**config.mk**
```make
export PLATFORM = sky130hd
export DESIGN_NAME = emb_bus
export DESIGN_NICKNAME = d
export VERILOG_FILES = /design/src/inc/emb_pkg.sv /design/src/logic/emb_route.sv /design/src/logic/emb_bus.sv
export SDC_FILE = /design/constraint.sdc
export NUM_CORES = 1
export LEC_CHECK = 0
export ABC_CLOCK_PERIOD_IN_PS = 2300
export BUFFER_PORTS_ARGS = -buffer_cell sky130_fd_sc_hd__buf_2
export CELL_PAD_IN_SITES_DETAIL_PLACEMENT = 1
export CELL_PAD_IN_SITES_GLOBAL_PLACEMENT = 1
export CORE_UTILIZATION = 36
export DETAILED_ROUTE_END_ITERATION = 10
export PLACE_DENSITY_LB_ADDON = 0.1
export SLEW_MARGIN = 20
export SYNTH_ARGS = -nofsm -noshare
export SYNTH_HDL_FRONTEND = slang
export SYNTH_HIERARCHICAL = 1
export SYNTH_SLANG_ARGS = --single-unit
```
**constraint.sdc**
```tcl
create_clock -name mclk -period 2.3 [get_ports mclk]
set_clock_uncertainty 0.2 [all_clocks]
set_input_delay 0.23 -clock mclk [delete_from_list [all_inputs] [get_ports mclk]]
set_output_delay 0.23 -clock mclk [all_outputs]
set_load 0.1 [all_outputs]
```
**src/inc/emb_pkg.sv**
```systemverilog
// Constants and types for the external muxed memory bus block
`default_nettype none
package emb_pkg;
   localparam logic [15:0] ROM_LO = 16'h2000;
   localparam logic [15:0] ROM_HI = 16'h2fff;
   localparam logic EXT_N_RESET = 1'b0;
   localparam int ADDR_CYCLES = 2;
   localparam int DATA_CYCLES = 2;
   localparam logic [1:0] CNT_ADDR_LAST = 2'(ADDR_CYCLES - 1);
   localparam logic [1:0] CNT_DATA_LAST = 2'(DATA_CYCLES - 1);
   typedef enum logic [1:0] {
      EMB_IDLE = 2'b00,
      EMB_ADDR = 2'b01,
      EMB_DATA = 2'b10
   } emb_state_t;
endpackage
`default_nettype wire

```
**src/logic/emb_route.sv**
```systemverilog
// On-chip or off-chip routing decision for one access address
`timescale 1ns/1ps
`default_nettype none
module emb_route (
   input wire logic [15:0] addr,
   input wire logic ext_latched_n,
   output logic off_chip
);
   always_comb begin
      if (!ext_latched_n) begin
         off_chip = 1'b1;
      end else begin
         off_chip = !((addr >= emb_pkg::ROM_LO) && (addr <= emb_pkg::ROM_HI));
      end
   end
endmodule
`default_nettype wire

```
**src/logic/emb_bus.sv**
```systemverilog
// External multiplexed address/data bus controller
// Overview of operation
// - Address-valid strobe low only during external accesses, never internal ones.
// - Address-valid stays low whole cycle, goes high when cycle ends.
// - Address latch strobe pulses high at start of each external cycle.
// - Latch strobe returns high only when next external cycle starts.
// - Address phase drives all sixteen address bits onto the muxed lines.
// - Data phase moves an 8-bit or 16-bit item per cycle width.
// - In 16-bit cycles upper byte enable low for word and high-byte.
// - Cycle width and req_bytes bit 1 together select which bytes move.
// - With dynamic width enabled, width input high means 16-bit cycle.
// - Width input is honoured also while fetching the configuration word.
// - Latched high sends 2000H to 2FFFH on chip, others off chip.
// - External-access input sampled only at reset release, then held.
`timescale 1ns/1ps
`default_nettype none
module emb_bus (
   input wire logic mclk,
   input wire logic rst,
   input wire logic external_access_n,
   input wire logic dynamic_width_sel,
   input wire logic cfg_dynamic_en,
   input wire logic cfg_wide,
   input wire logic req_valid,
   input wire logic req_write,
   input wire logic req_config,
   input wire logic [1:0] req_bytes,
   input wire logic [15:0] req_addr,
   input wire logic [15:0] req_wdata,
   input wire logic [7:0] muxed_bus_hi_in,
   input wire logic [7:0] muxed_bus_lo_in,
   output logic [7:0] muxed_bus_hi_out,
   output logic [7:0] muxed_bus_lo_out,
   output logic muxed_bus_oe,
   output logic address_valid_n,
   output logic addr_latch,
   output logic upper_byte_enable_n,
   output logic rd_n,
   output logic wr_n,
   output logic req_ready,
   output logic rsp_valid,
   output logic rsp_internal,
   output logic rsp_wide,
   output logic [15:0] rsp_rdata
);
   emb_pkg::emb_state_t st_q, st_d;
   logic [1:0] cnt_q, cnt_d;
   logic [15:0] addr_q, addr_d, wdata_q, wdata_d, rdata_q, rdata_d;
   logic [7:0] hi_q, hi_d, lo_q, lo_d;
   logic oe_q, oe_d, adv_n_q, adv_n_d, ale_q, ale_d, ube_n_q, ube_n_d;
   logic rd_n_q, rd_n_d, wr_n_q, wr_n_d, rdy_q, rdy_d, rv_q, rv_d;
   logic int_q, int_d, wide_q, wide_d, we_q, we_d;
   logic [1:0] bytes_q, bytes_d;
   logic ext_n_q, ext_n_d, rst_seen_q;
   logic off_chip;
   logic cyc_wide;

   emb_route u_route (
      .addr(req_addr),
      .ext_latched_n(ext_n_q),
      .off_chip(off_chip)
   );

   // Width chosen live; config fetch takes no special path so pin still rules
   assign cyc_wide = cfg_dynamic_en ? dynamic_width_sel : cfg_wide;

   // Strap caught in the first clocked cycle after reset releases
   always_comb begin
      ext_n_d = ext_n_q;
      if (rst_seen_q) begin
         ext_n_d = external_access_n;
      end
   end

   always_comb begin
      st_d = st_q;
      cnt_d = cnt_q;
      addr_d = addr_q;
      wdata_d = wdata_q;
      rdata_d = rdata_q;
      hi_d = hi_q;
      lo_d = lo_q;
      oe_d = oe_q;
      adv_n_d = adv_n_q;
      ale_d = ale_q;
      ube_n_d = ube_n_q;
      rd_n_d = 1'b1;
      wr_n_d = 1'b1;
      rdy_d = 1'b0;
      rv_d = 1'b0;
      int_d = int_q;
      wide_d = wide_q;
      we_d = we_q;
      bytes_d = bytes_q;
      unique case (st_q)
         emb_pkg::EMB_IDLE: begin
            rdy_d = 1'b1;
            if (req_valid && rdy_q) begin
               rdy_d = 1'b0;
               addr_d = req_addr;
               wdata_d = req_wdata;
               we_d = req_write;
               bytes_d = req_bytes;
               // Config fetch routes like any other access
               if (off_chip) begin
                  st_d = emb_pkg::EMB_ADDR;
                  cnt_d = 2'h0;
                  adv_n_d = 1'b0;
                  ale_d = 1'b1;
                  oe_d = 1'b1;
                  {hi_d, lo_d} = req_addr;
                  // Byte select: req_bytes bit 1 plus cycle width; 8-bit cycles never assert it
                  ube_n_d = !(cyc_wide && req_bytes[1]);
                  wide_d = cyc_wide;
               end else begin
                  // Internal access: strobes stay idle
                  rv_d = 1'b1;
                  int_d = 1'b1;
                  rdata_d = 16'h0000;
               end
            end
         end
         emb_pkg::EMB_ADDR: begin
            if (cnt_q == emb_pkg::CNT_ADDR_LAST) begin
               st_d = emb_pkg::EMB_DATA;
               cnt_d = 2'h0;
               ale_d = 1'b0;
               oe_d = we_q;
               {hi_d, lo_d} = wide_q ? wdata_q
                  : {8'h00, bytes_q[1] ? wdata_q[15:8] : wdata_q[7:0]};
               rd_n_d = we_q;
               wr_n_d = !we_q;
            end else begin
               cnt_d = 2'(cnt_q + 2'h1);
            end
         end
         emb_pkg::EMB_DATA: begin
            rd_n_d = we_q;
            wr_n_d = !we_q;
            if (cnt_q == emb_pkg::CNT_DATA_LAST) begin
               st_d = emb_pkg::EMB_IDLE;
               adv_n_d = 1'b1;
               ube_n_d = 1'b1;
               oe_d = 1'b0;
               rd_n_d = 1'b1;
               wr_n_d = 1'b1;
               rv_d = 1'b1;
               int_d = 1'b0;
               rdy_d = 1'b1;
               if (wide_q) begin
                  rdata_d = {muxed_bus_hi_in, muxed_bus_lo_in};
               end else begin
                  rdata_d = {8'h00, muxed_bus_lo_in};
               end
            end else begin
               cnt_d = 2'(cnt_q + 2'h1);
            end
         end
         default: begin
            st_d = emb_pkg::EMB_IDLE;
         end
      endcase
   end

   always_ff @(posedge mclk) begin
      if (rst) begin
         st_q <= emb_pkg::EMB_IDLE;
         cnt_q <= 2'h0;
         addr_q <= 16'h0000;
         wdata_q <= 16'h0000;
         rdata_q <= 16'h0000;
         hi_q <= 8'h00;
         lo_q <= 8'h00;
         oe_q <= 1'b0;
         adv_n_q <= 1'b1;
         ale_q <= 1'b0;
         ube_n_q <= 1'b1;
         rd_n_q <= 1'b1;
         wr_n_q <= 1'b1;
         rdy_q <= 1'b0;
         rv_q <= 1'b0;
         int_q <= 1'b0;
         wide_q <= 1'b0;
         we_q <= 1'b0;
         bytes_q <= 2'h0;
         ext_n_q <= emb_pkg::EXT_N_RESET;
         rst_seen_q <= 1'b1;
      end else begin
         st_q <= st_d;
         cnt_q <= cnt_d;
         addr_q <= addr_d;
         wdata_q <= wdata_d;
         rdata_q <= rdata_d;
         hi_q <= hi_d;
         lo_q <= lo_d;
         oe_q <= oe_d;
         adv_n_q <= adv_n_d;
         ale_q <= ale_d;
         ube_n_q <= ube_n_d;
         rd_n_q <= rd_n_d;
         wr_n_q <= wr_n_d;
         rdy_q <= rdy_d;
         rv_q <= rv_d;
         int_q <= int_d;
         wide_q <= wide_d;
         we_q <= we_d;
         bytes_q <= bytes_d;
         ext_n_q <= ext_n_d;
         rst_seen_q <= 1'b0;
      end
   end

   assign muxed_bus_hi_out = hi_q;
   assign muxed_bus_lo_out = lo_q;
   assign muxed_bus_oe = oe_q;
   assign address_valid_n = adv_n_q;
   assign addr_latch = ale_q;
   assign upper_byte_enable_n = ube_n_q;
   assign rd_n = rd_n_q;
   assign wr_n = wr_n_q;
   assign req_ready = rdy_q;
   assign rsp_valid = rv_q;
   assign rsp_internal = int_q;
   assign rsp_wide = wide_q;
   assign rsp_rdata = rdata_q;

   AST_ADV_IDLE: assert property (@(posedge mclk) disable iff (rst)
      (st_q == emb_pkg::EMB_IDLE) |-> address_valid_n)
      else $error("address valid low outside an external cycle");
   AST_ADV_HOLD: assert property (@(posedge mclk) disable iff (rst)
      $fell(address_valid_n) |-> (!address_valid_n)[*4] ##1 address_valid_n)
      else $error("address valid not held for whole cycle");
   AST_ALE_START: assert property (@(posedge mclk) disable iff (rst)
      $fell(address_valid_n) |-> addr_latch)
      else $error("latch strobe missing at cycle start");
   AST_ALE_SHORT: assert property (@(posedge mclk) disable iff (rst)
      $rose(addr_latch) |-> addr_latch[*2] ##1 !addr_latch)
      else $error("latch strobe wrong length");
   AST_ADDR_OUT: assert property (@(posedge mclk) disable iff (rst)
      addr_latch |-> ({muxed_bus_hi_out, muxed_bus_lo_out} == addr_q && muxed_bus_oe))
      else $error("address not on bus in address phase");
   AST_UBE_NARROW: assert property (@(posedge mclk) disable iff (rst)
      (!address_valid_n && !wide_q) |-> upper_byte_enable_n)
      else $error("upper byte enable in 8-bit cycle");
   AST_INTERNAL: assert property (@(posedge mclk) disable iff (rst)
      (rsp_valid && rsp_internal) |-> (address_valid_n && !addr_latch))
      else $error("strobes active on internal access");
   // Capture edge and the one after it are skipped: the strap legally moves there
   AST_STRAP: assert property (@(posedge mclk) disable iff (rst)
      (!rst_seen_q && !$past(rst_seen_q)) |-> $stable(ext_n_q))
      else $error("external access strap changed after reset");
endmodule
`default_nettype wire

```
### Yosys cells after proc, flatten, opt, wreduce, memory -nomap -nowiden

Cells that the tools add are included.

| cells by class | value |
|---|---|
| add/sub/neg operators | 1 |
| order comparisons | 2 |
| eq/ne operators | 9 |
| multiplexer cells | 56 |
| reductions and logical operators | 18 |

Operators with widths:

| kind | number |
|---|---|
| $mux W16 | 5 |
| $mux W8 | 7 |
| $pmux W16 S2 | 1 |
| $pmux W8 S2 | 2 |
| $mux W1 | 22 |
| $reduce_and A4 Y1 | 5 |
| $ge A16 B14 Y1 const B | 1 |
| $le A16 B14 Y1 const B | 1 |
| $mux W2 | 8 |
| $pmux W1 S2 | 8 |
| $ne A2 B2 Y1 const B | 6 |
| $pmux W2 S3 | 2 |
| $reduce_and A5 Y1 | 1 |
| $eq A2 B1 Y1 const B | 2 |
| $reduce_bool A2 Y1 | 2 |
| $logic_and A1 B1 Y1 | 3 |
| $logic_not A1 Y1 | 3 |
| $pmux W1 S3 | 1 |
| $reduce_and A3 Y1 | 1 |
| $reduce_bool A3 Y1 | 1 |
| $add A2 B1 Y2 const B | 1 |
| $eq A2 B2 Y1 const B | 1 |
| $logic_not A2 Y1 | 1 |
| $reduce_and A2 Y1 | 1 |

| storage, ports and cells | value |
|---|---|
| register bits after elaboration | 67 |

### Longest topological paths before layout

Gate-level depths: netlist of run 1.

| depth | value |
|---|---|
| depth in word-level cells | 7 |
| gate-level depth with buffers | 8 |
| gate-level depth less buffers | 6 |

### Cells and area by module

Netlist of run 1, hierarchy kept.

Modules (own cells, without submodules):

| module | times used | cells an instance | area each (sq um) | sequential area each (sq um) |
|---|---|---|---|---|
| emb_bus | 1 | 347 | 2949.1 | 1321.3 |
| emb_route | 1 | 2 | 18.8 | 0.0 |

### Worst setup path before layout of run 1

OpenSTA, ideal clock, no wires.

| timing path | value |
|---|---|
| kind | register -> register |
| from | register rdy_q (netlist: req_ready) |
| to | register hi_q[5] (netlist: muxed_bus_hi_out[5]) |
| setup time | 0.132 ns |
| arrival | 2.127 ns |
| data required time | 1.968 ns |
| path slack | -0.159 ns |
| cell stages (with the launch flop) | 6 |
| path buffers | 1 |
| period minus slack after synthesis | 2.459 ns |
| cell sequence | dfxtp_1 nand3_1 a21o_1 clkbuf_1 a311oi_1 nor3_1 |

| on the way | value |
|---|---|
| longest elaborated chain between the ends | 3 |

RTL lines:

| element | RTL line | text |
|---|---|---|
| from (decl) | emb_bus.sv:51 | `logic rd_n_q, rd_n_d, wr_n_q, wr_n_d, rdy_q, rdy_d, rv_q, rv_d;` |
| from (signal assigned) | emb_bus.sv:202 | `rdy_q <= rdy_d;` |
| $logic_and A1 B1 Y1 | emb_bus.sv:98 | `if (req_valid && rdy_q) begin` |
| $ne A2 B2 Y1 (no line) | - |  |
| $reduce_and A4 Y1 (no line) | - |  |
| to (signal assigned) | emb_bus.sv:194 | `hi_q <= hi_d;` |
| to (decl) | emb_bus.sv:49 | `logic [7:0] hi_q, hi_d, lo_q, lo_d;` |

Every way passes these cells.
A chain may end at the register's enable or synchronous reset.

### Final worst setup path of run 1

| timing path | value |
|---|---|
| from | register st_q[1] |
| to | register rdata_q[7] (netlist: rsp_rdata[7]) |

| on the way | value |
|---|---|
| longest elaborated chain between the ends | 3 |

RTL lines:

| element | RTL line | text |
|---|---|---|
| from (decl) | emb_bus.sv:46 | `emb_pkg::emb_state_t st_q, st_d;` |
| from (signal assigned) | emb_bus.sv:167 | `st_q <= emb_pkg::EMB_IDLE;` |
| from (signal assigned) | emb_bus.sv:189 | `st_q <= st_d;` |
| $eq A2 B2 Y1 or $logic_not A2 Y1 (tied branches) | emb_bus.sv:95 | `unique case (st_q)` |
| $ne A2 B2 Y1 (no line) or $reduce_bool A2 Y1 (tied branches) | - |  |
| $reduce_and A4 Y1 (no line) | - |  |
| to (signal assigned) | emb_bus.sv:193 | `rdata_q <= rdata_d;` |
| to (decl) | emb_bus.sv:48 | `logic [15:0] addr_q, addr_d, wdata_q, wdata_d, rdata_q, rdata_d;` |

Several ways; a longest one is shown, not always the timed one.

==> impl_results.md, run 1 <==
* Critical path's largest stage delay at 0.40 ns
* ANT nets after route at 0
* First-pass DRT Iterations at 4
* Height of the die at slightly above 90 um
* RR Startpoint: st_q[1]
* Via count at 2915
* Hold_sp: rst
* Routed wire length at a little under 9000 um
* Power density cells at ~1300 nW/um^2
* Top cells by area, synth: dfxtp_1, nand2_1, a21oi_1
* Clock Path Buffers at 2
* Fin crit period at roughly 2.1 ns
* Port bufs at 98
* Top delay family on crit path: compound AO/OA/AOI/OAI gates
* P&R area growth vs syn at 40.3%
* Critical path, cell by cell: inv_1, ha_1, a21boi_4, a2111oi_4, buf_12, nand3_1, a21oi_1
* Status: finished, final reports clean
* Starting DRC count in detailed routing at 84
* Gr ovfl total at 0
* Hold depth at 1
* Reg2reg setup slack at between 0.2 and 0.25 ns
* Core area at around 8000 um^2
* Layout cells sized above 1 at 27.2%
* Required @ worst endpoint at between 2 and 2.5 ns
* First-pass GRT wire length at around 14000 um
* Max Cap Viol at 0
* Initial Util at ~38%
* Vias in the first global route at between 2000 and 3000
* Cells after Synth at around 350
* Worst hold path type: in -> reg
* Setup violations, final at 0
* Startpoint Class: register
* Design area at between 4000 and 5000 um^2
* Flops & latches, synth at 66
* Number of filler instances in the final layout at 983
* Count of final max-slew check failures at 0
* Final period util at a little over 90%
* Num rows at 32
* Setup TNS at 0 ns
* Initial antenna violation count at 0
* Worst-Margin Slew at 0.942 ns
* GRT Total Usage at between 20% and 30%
* Slew headroom at between 30 and 40%
* CP Max Fanout at 26
* Mapped Avg Cell Area at ~8.5 um^2
* Hold Path Sink: rst_seen_q
* Die area at 8610 um^2
* Arr. time, crit path at 2.15 ns
* Placed wire-length estimate at 5980 um
* Post-synth top area cell: dfxtp_1
* Final hold slack at about 0.057 ns
* Antenna cell count at 0
* VDD IR max at slightly below 0.4 mV
* Total CTS buffers at 9
* Root Buffer: clkbuf_8
* Final hold vios at 0
* Kind of critical path: reg -> reg
* WL per Instance at 14.9 um
* Place WS at around 0.18 ns
* CTS tree: done
* DP Area at approximately 3600 um^2
* Worst flop-to-flop path endpoint: rsp_rdata[7]
* Post-synthesis sequential area ratio at 44.5%
* Max Clk Rate at approximately 480 MHz
* Largest net degree at the start of global routing at 34
* Total power draw at approximately 5600 uW
* Via density per instance at a little under 5
* Nets at 550
* Worst path buffer plus inverter count at 2
* Syn. warnings at 6
* DRC Markers at 0
* Clk sinks at between 60 and 70
* Num ports at 101
* Area of the mapped netlist at around 3000 um^2
* Slowest stage cell, crit path: dfxtp_1
* P_leak at around 0.0017 uW
* CP endpoint kind: register
* Synth top area share at 44.5%
* Die W at ~93 um
* Syn Nets at about 420
* CTS H-tree depth at 3
* Reg clk slew, reported paths at around 0.070 ns
* Clock latency on the worst-skew pair at ~0.34 ns
* Reg2reg path depth at 7
* Post-route setup slack at 0.217 ns
* Synth cell types at 36
* Placer Congestion at a little under 0.8
* RSZ-0062 raised after global routing: false
## metrics by stage
step	instances	util [%]
finish	588	53.1
global route	588	53.1
CTS	588	53.0
detailed placement	537	45.8
global placement	537	45.8
floorplan	349	-
## worst max-delay path by stage
| stage | end | slack (ns) | cells past startpoint | from |
|---|---|---|---|---|
| finish | rsp_rdata[7] | 0.22 | 7 | st_q[1] |
| global route | rsp_rdata[7] | 0.05 | 7 | st_q[1] |
| CTS | rsp_rdata[7] | 0.15 | 7 | st_q[0] |
| detailed placement | rsp_rdata[1] | 0.18 | 7 | req_addr[15] |
| global placement | rsp_internal | 0.25 | 7 | req_addr[15] |
| floorplan | rsp_rdata[5] | 0.17 | 8 | st_q[0] |
## cells in the final DEF (no fill, tap or decap), types with 2 or more instances in the layout
cell type	n
a2111oi_4	2
a211o_1	9
a211oi_1	2
a21oi_1	41
a311oi_1	9
buf_12	2
buf_2	98
buf_4	10
bufinv_16	2
clkbuf_8	10
clkinv_2	2
dfxtp_1	64
dfxtp_2	2
dlygate4sd3_1	35
ha_1	10
inv_1	11
mux2i_1	14
nand2_1	58
nand2b_1	10
nand3_1	18
nand3b_1	2
nor2_1	27
nor2b_1	11
nor3_1	8
o21ai_0	11
o31ai_1	2
## sequential cells by signal, summed over array words and instances, names as in the netlist
register,flops
bytes_q,1
wr_n,1
muxed_bus_oe,1
rsp_valid,1
rsp_rdata,16
address_valid_n,1
wdata_q,16
upper_byte_enable_n,1
rst_seen_q,1
rd_n,1
st_q,2
muxed_bus_lo_out,8
ext_n_q,1
we_q,1
addr_latch,1
req_ready,1
muxed_bus_hi_out,8
cnt_q,2
rsp_internal,1
rsp_wide,1
## final cells by class
type                    count  area [um^2]  share of cell area, %
clock buffers              11          141                   3.40
clock inverters             5         77.6                   1.86
inverters                  11         41.3                  0.992
multi-input cells         248         1500                   35.9
flip-flops and latches     66         1320                   31.8
well taps                 102          128                   3.06
repair buffers            145          956                   23.0
## worst reg2reg max path, cell delays in order (launching register included)
cell,delay [ns]
dfxtp_1,0.40
inv_1,0.12
ha_1,0.24
a21boi_4,0.18
a2111oi_4,0.39
buf_12,0.21
nand3_1,0.11
a21oi_1,0.17
## kinds of logic (layout without fill, tap and decap cells)
logic type | count (synthesis) | after routing | synth area share (%)
mux | 14 | 14 | 4.72
compound gates | 86 | 86 | 20.2
fa+ha+maj | 10 | 10 | 4.22
flops | 66 | 66 | 44.5
simple gates | 138 | 138 | 21.3
buf+inv | 35 | 172 | 5.06
## layer usage
metal,global-route usage [%],wire (um),vias up
met5,0,0,-
met4,6.54,121,0
li1,-,-,1467
met3,5.25,379,11
met2,35.8,4270,76
met1,25.9,4010,1361
## Yosys cell counts (all sizes together)
cell type and count:
clkbuf 20, nor2b 11, ha 10, nand3b 2, nand2b 10, inv 11
a2111oi 2, and2 1, o31ai 2, nand2 58, a21o 1, dfxtp 66
a2111o 1, a211o 9, o21ai 11, nor2 27, buf 4, mux2i 14
o21bai 1, and3 1, nor4b 2, a311oi 9, o41ai 1, a211oi 2
a221oi 1, a22oi 1, nand3 18, a21boi 1, a21oi 42, nor3 8
o211ai 1, a221o 1
## report_power, final
| group | internal (uW) | total (uW) | leakage (uW) | switching, uW |
|---|---|---|---|---|
| registers | 1380 | 1520 | 0.000538 | 146 |
| logic | 773 | 2940 | 0.00109 | 2170 |
| clock network | 637 | 1100 | 0.000109 | 459 |
## what timing repair did
action                     4_1_cts  5_1_grt
hold buffers                    35        0
hold endpoints to repair        35        0
resized for setup                0        1
setup endpoints to repair        0        1
buffers inserted                 0        0
No activity file was read; power rests on OpenSTA's default activity.
==> inputs of run 2 (changes only) <==
ABC_AREA = 1   (was not set)
CORE_UTILIZATION = 35   (was 36)
==> impl_results.md, run 2 <==
* P&R area growth vs syn at 33.8% (was 40.3%)
* Routed wire length at 9990 um (was 8790 um)
* Hold_sp: req_bytes[1] (was rst)
* Port bufs at 98 (unchanged)
* Power density cells at 1300 nW/um^2 (was 1340 nW/um^2)
* Worst flop-to-flop path endpoint: rsp_rdata[8] (was rsp_rdata[7])
* Register area at 1320 um^2 (about the same)
* Via density per instance at 4.71 (was 4.96)
* Worst-Margin Slew at 0.519 ns (was 0.942 ns)
* Hold Path Sink: bytes_q[1] (was rst_seen_q)
* CP endpoint kind: register (unchanged)
* Syn. warnings at 6 (unchanged)
* Slowest stage cell, crit path: ha_1 (was dfxtp_1)
* Stages on worst setup path at 9 (was 7)
* Required @ worst endpoint at 2.35 ns (was 2.37 ns)
* Hold depth at 3 (was 1)
* Dpl cells at 665 (was 537)
* Initial Util at 36.5% (was 37.8%)
* Main combinational cell family by area after synthesis: simple AND/OR/NAND/NOR gates (unchanged)
* Starting DRC count in detailed routing at 101 (was 84)
* Xor/xnor cell area share of the yosys netlist at 0% (unchanged)
* First-pass DRT Iterations at 7 (was 4)
* CTS tree: done (unchanged)
* Clk sinks at 66 (unchanged)
* Flops & latches, synth at 66 (unchanged)
* Top delay family on crit path: simple AND/OR/NAND/NOR gates (was compound AO/OA/AOI/OAI gates)
* Num rows at 34 (was 32)
* Post-synthesis sequential area ratio at 41.1% (was 44.5%)
* Final hold slack at 0.0102 ns (was 0.0570 ns)
* Synth top area share at 41.1% (was 44.5%)
* Non-Filler Instances at 708 (was 588)
* Prevailing post-synth register cell: dfxtp_1 (unchanged)
* Reg clk slew, reported paths at 0.08 ns (was 0.07 ns)
* Number of filler instances in the final layout at 1183 (was 983)
* Post-synthesis mux area share at 0% (was 4.72%)
* Compound-Gate Fraction of Synth Area at 10.3% (was 20.2%)
* Reg2reg setup slack at 0.30 ns (was 0.22 ns)
* Gr ovfl total at 0 (unchanged)
* Critical path, cell by cell: inv_1, ha_1, nand2_1, nand2_4, inv_2, nor2_8, nand2_1, nand2_1, nor2_1 (was inv_1, ha_1, a21boi_4, a2111oi_4, buf_12, nand3_1, a21oi_1)
* Synth Area in Adders at 3.89% (was 4.22%)
* Simple-gate share of the synthesized area at 36.3% (was 21.3%)
* Nets at 664 (was 550)
* Ys async rst share at 0% (unchanged)
* Reg2reg path depth at 9 (was 7)
* Top cell by count, worst path: nand2_1
* Arr. time, crit path at 2.05 ns (was 2.15 ns)
* CTS H-tree depth at 3 (unchanged)
* Area of the multi-input gates at 1620 um^2 (was 1500 um^2)
* Height of the die at 97.9 um (was 92.8 um)
* Synth cell types at 27 (was 36)
* RSZ-0062 raised after global routing: false (unchanged)
* First-pass GRT wire length at 16400 um (was 14000 um)
* Setup violations, final at 0 (unchanged)
* Commonest non-fill, non-tap cell in the layout: nand2_1 (was buf_2)
* Placer Congestion at 0.843 (was 0.791)
* Clock latency on the worst-skew pair at 0.35 ns (was 0.34 ns)
* RR Startpoint: st_q[0] (was st_q[1])
* Num ports at 101 (unchanged)
* Fin util at 48.9% (was 53.1%)
* Die area at 9580 um^2 (was 8610 um^2)
* Kind of critical path: reg -> reg (unchanged)
* CP Max Fanout at 18 (was 26)
* Worst path buffer plus inverter count at 2 (unchanged)
* Core area at 8810 um^2 (was 7850 um^2)
* Count of final max-slew check failures at 0 (unchanged)
* Setup TNS at 0 ns (unchanged)
* Die W at 97.9 um (was 92.8 um)
* EDFF count, synth at 0 (unchanged)
* Post-synth top area cell: dfxtp_1 (unchanged)
* DRC Markers at 9 (was 0)
* Final hold vios at 0 (unchanged)
* GRT Total Usage at 21.8% (was 21.0%)
* Via count at 3333 (was 2915)
* Post-CTS resize count at 0 (unchanged)
* Antenna cell count at 0 (unchanged)
* Root Buffer: clkbuf_8 (unchanged)
* Initial antenna violation count at 0 (unchanged)
* VDD IR max at 0.850 mV (was 0.389 mV)
* Max Cap Viol at 0 (unchanged)
* Crit path launch: st_q[0] (was st_q[1])
* Clock Path Buffers at 2 (unchanged)
* Critical path's largest stage delay at 0.38 ns (was 0.40 ns)
* ANT nets after route at 0 (unchanged)
* Most frequent cells after synthesis: nand2_1, nor2_1, dfxtp_1 (was dfxtp_1, nand2_1, a21oi_1)
* Area of the mapped netlist at 3220 um^2 (was 2970 um^2)
* Worst hold path type: in -> reg (unchanged)
* Layout cells sized above 1 at 23.8% (was 27.2%)
* Mapped Avg Cell Area at 6.79 um^2 (was 8.50 um^2)
* Max Clk Rate at 500 MHz (was 480 MHz)
* Post-route setup slack at 0.301 ns (was 0.217 ns)
* Most numerous cell in the Yosys netlist: nand2_1 (was dfxtp_1)
* P_leak at 0.00220 uW (was 0.00174 uW)
* Status: complete, but fails checks (was finished, final reports clean)
* Startpoint Class: register (unchanged)
* Post-CTS Repair Setup Buffers at 0 (unchanged)
* Syn Nets at 543 (was 418)
* Place WS at 0.308 ns (was 0.184 ns)
* Top cells by area, synth: dfxtp_1, nand2_1, nor2_1 (was dfxtp_1, nand2_1, a21oi_1)
* Vias in the first global route at 3457 (was 2926)
* Slew headroom at 65.7% (was 37.1%)
* Total CTS buffers at 9 (unchanged)
* Largest net degree at the start of global routing at 54 (was 34)
* Fin crit period at 2.00 ns (was 2.08 ns)
* Final period util at 86.9% (was 90.5%)
* Cells after Synth at 474 (was 349)
* Placed wire-length estimate at 7000 um (was 5980 um)
* WL per Instance at 14.1 um (was 14.9 um)
* Most frequent cells in the layout: nand2_1, nor2_1, buf_2, dfxtp_1, inv_1 (was buf_2, dfxtp_1, nand2_1, a21oi_1, dlygate4sd3_1)
* Failing checks: design-rule violations
==> run 2: changes by cell type after synthesis, sizes merged, moves of 9 or more <==
cell / before / now
clkbuf: 20 / 8
nor2b: 11 / 0
inv: 11 / 44
nand3: 18 / 29
mux2i: 14 / 0
a311oi: 9 / 0
nand2b: 10 / 0
a211o: 9 / 0
o21ai: 11 / 44
nand2: 58 / 118
nor2: 27 / 114
a21oi: 42 / 14
==> run 2: how the worst max path moves through the flow <==
stage,endpoint,slack (ns)
3_5_place_dp,rsp_rdata[8],0.31
3_3_place_gp,rsp_internal,0.39
4_1_cts,rsp_rdata[8],0.32
5_1_grt,rsp_rdata[12],0.10
6_report,rsp_rdata[8],0.30
2_1_floorplan,rsp_internal,0.1
==> run 2: area by class of cell <==
class                      count  area share, %
clock buffer                  10           3.20
sequential                    66           30.7
clock inverter                 6           2.62
tap                          108           3.14
multi-input combinational    344           37.7
inverter                      45           3.93
timing repair buffer         129           18.7
==> run 2: per-stage QoR <==
stage	total power [uW]	area [um^2]
floorplan	3850	3220
global placement	4290	3780
detailed placement	4360	3780
CTS	5650	4300
global route	5940	4300
finish	5600	4300
==> run 2: cell families (layout without fill, tap and decap cells) <==
family / after synthesis / in the layout
adder cells (fa/ha/maj): 10 / 10
AND/OR/NAND/NOR: 272 / 272
buffers and inverters: 64 / 190
flip-flops: 66 / 66
AO/OA/AOI/OAI: 62 / 62
==> run 2: tightest hold or removal path, delay by kind of cell <==
kind,cells,cell delay (ns)
compound gates,2,0.18
buf+inv,1,0.10
==> run 2: repair_timing <==
item	in CTS	in global routing
endpoints found under the setup margin	0	0
hold buffers	27	0
hold endpoints to repair	28	0
==> run 2: metal layers <==
| layer | global-route usage [%] | part of all wire (%) | vias up |
|---|---|---|---|
| met2 | 35.8 | 47 | 70 |
| met1 | 29.0 | 48 | 1527 |
| met5 | 0 | 0 | - |
| met4 | 7.81 | 1.5 | 0 |
| met3 | 3.22 | 4.0 | 12 |
| li1 | - | - | 1724 |
==> run 2: power by group <==
part           switching [uW]  internal (uW)  total (uW)
clock                     487            754        1240
combinational            2190            631        2820
sequential                150           1390        1540
total                    2830           2770        5600
==> inputs of run 3 (changes only) <==
PLACE_DENSITY = 0.78   (was not set)
PLACE_DENSITY_LB_ADDON = not set   (was 0.1)
==> impl_results.md, run 3 (synthesis gave the netlist of run 2 again) <==
* Placed wire-length estimate at 6940 um (was 7000 um)
* Gr ovfl total at 0 (unchanged)
* Via count at 3351 (was 3333)
* Height of the die at 97.9 um (unchanged)
* Fin crit period at 2.00 ns (about the same)
* P_leak at 0.00217 uW (was 0.00220 uW)
* First-pass DRT Iterations at 7 (unchanged)
* Power density cells at 1250 nW/um^2 (was 1300 nW/um^2)
* Setup violations, final at 0 (unchanged)
* GRT Total Usage at 21.7% (was 21.8%)
* Clock Path Buffers at 2 (unchanged)
* Total CTS buffers at 9 (unchanged)
* CP endpoint kind: register (unchanged)
* Clk sinks at 66 (unchanged)
* Largest net degree at the start of global routing at 45 (was 54)
* Required @ worst endpoint at 2.34 ns (was 2.35 ns)
* Num ports at 101 (unchanged)
* Failing checks: design-rule violations (unchanged)
* Commonest non-fill, non-tap cell in the layout: nand2_1 (unchanged)
* Port bufs at 98 (unchanged)
* P&R area growth vs syn at 32.0% (was 33.8%)
* Die area at 9580 um^2 (unchanged)
* Num rows at 34 (unchanged)
* CP Max Fanout at 18 (unchanged)
* CTS H-tree depth at 3 (unchanged)
* ANT nets after route at 0 (unchanged)
* Setup TNS at 0 ns (unchanged)
* Starting DRC count in detailed routing at 77 (was 101)
* Slew headroom at 66.6% (was 65.7%)
* Most frequent cells in the layout: nand2_1, nor2_1, buf_2, dfxtp_1, inv_1 (unchanged)
* Max Clk Rate at 501 MHz (was 500 MHz)
* Routed wire length at 9640 um (was 9990 um)
* Layout cells sized above 1 at 23.8% (unchanged)
* Vias in the first global route at 3452 (was 3457)
* Status: complete, but fails checks (unchanged)
* Arr. time, crit path at 2.04 ns (was 2.05 ns)
* Root Buffer: clkbuf_8 (unchanged)
* WL per Instance at 13.6 um (was 14.1 um)
* Max Cap Viol at 0 (unchanged)
* Non-Filler Instances at 708 (unchanged)
* Kind of critical path: reg -> reg (unchanged)
* Placer Congestion at 0.821 (was 0.843)
* Final period util at 86.9% (about the same)
* Nets at 664 (unchanged)
* Worst hold path type: in -> reg (unchanged)
* Dpl cells at 665 (unchanged)
* RSZ-0062 raised after global routing: false (unchanged)
* Via density per instance at 4.73 (was 4.71)
* Reg clk slew, reported paths at 0.08 ns (about the same)
* Antenna cell count at 0 (unchanged)
* Count of final max-slew check failures at 0 (unchanged)
* DRC Markers at 5 (was 9)
* Initial Util at 36.5% (unchanged)
* VDD IR max at 0.779 mV (was 0.850 mV)
* Worst-Margin Slew at 0.505 ns (was 0.519 ns)
* Die W at 97.9 um (unchanged)
* Post-CTS resize count at 0 (unchanged)
* Total power draw at 5330 uW (was 5600 uW)
* Startpoint Class: register (unchanged)
* First-pass GRT wire length at 16500 um (was 16400 um)
* Initial antenna violation count at 0 (unchanged)
* Clock latency on the worst-skew pair at 0.35 ns (about the same)
* Final hold vios at 0 (unchanged)
* Core area at 8810 um^2 (unchanged)
* CTS tree: done (unchanged)
## run 3: cell count changes in the layout (fill, tap and decap cells not counted)
cell,change
bufinv_16,-2
clkinv_2,+2
clkbuf_8,-1
clkinv_4,+1
clkinvlp_4,+1
inv_6,-1
## run 3: area by class of cell
class / count / area [um^2]
Multi-Input combinational cell: 344 / 1620
Tap cell: 108 / 135
Sequential cell: 66 / 1320
Timing Repair Buffer: 129 / 803
Clock inverter: 7 / 70.1
Inverter: 45 / 169
Clock buffer: 9 / 124
Fill cell: 1178 / 4560
## run 3: critical path: stages, from the launching register on
cell     delay, ns
dfxtp_1       0.36
inv_1         0.14
ha_1          0.38
nand2_1       0.15
nand2_4       0.16
inv_2         0.08
nor2_8        0.21
nand2_1       0.09
nand2_1       0.07
nor2_1        0.05
## run 3: worst paths after layout
| check | start | to | slack, ns | depth (start not counted) |
|---|---|---|---|---|
| hold / removal | muxed_bus_hi_in[3] | rsp_rdata[11] | 0.02 | 5 |
| setup reg to reg | st_q[0] | rsp_rdata[12] | 0.30 | 9 |
| setup / recovery | st_q[0] | rsp_rdata[12] | 0.30 | 9 |
| hold reg to reg | rst_seen_q | ext_n_q | 0.24 | 1 |
## run 3: layer usage
metal	vias up	global-route usage (%)	wire length, um
met3	16	3.72	335
met4	0	8.74	177
met2	63	36.3	4600
met1	1535	27.6	4530
li1	1737	-	-
met5	-	0	0
## run 3: per-stage QoR
step | util (%) | instance area (um^2) | setup WS (ns) | hold slack (ns)
after global routing | 48.2 | 4250 | 0.136 | 0.0246
final | 48.2 | 4250 | 0.302 | 0.0217
after CTS | 48.2 | 4250 | 0.299 | 0.0104
after floorplan | - | 3220 | 0.0994 | 0.0577
after detailed placement | 43.0 | 3780 | 0.307 | 0.235
after global placement | 43.0 | 3780 | 0.371 | 0.214
## run 3: repair_timing
item,4_1_cts,5_1_grt
hold endpoints to repair,27,0
hold buffers,27,0
setup buffers,0,0
## run 3: report_power, final
part | internal (uW) | switching (uW) | leakage [uW]
Clock | 498 | 490 | 0.0000990
Combinational | 633 | 2170 | 0.00153
Sequential | 1390 | 151 | 0.000539
Total | 2520 | 2810 | 0.00217
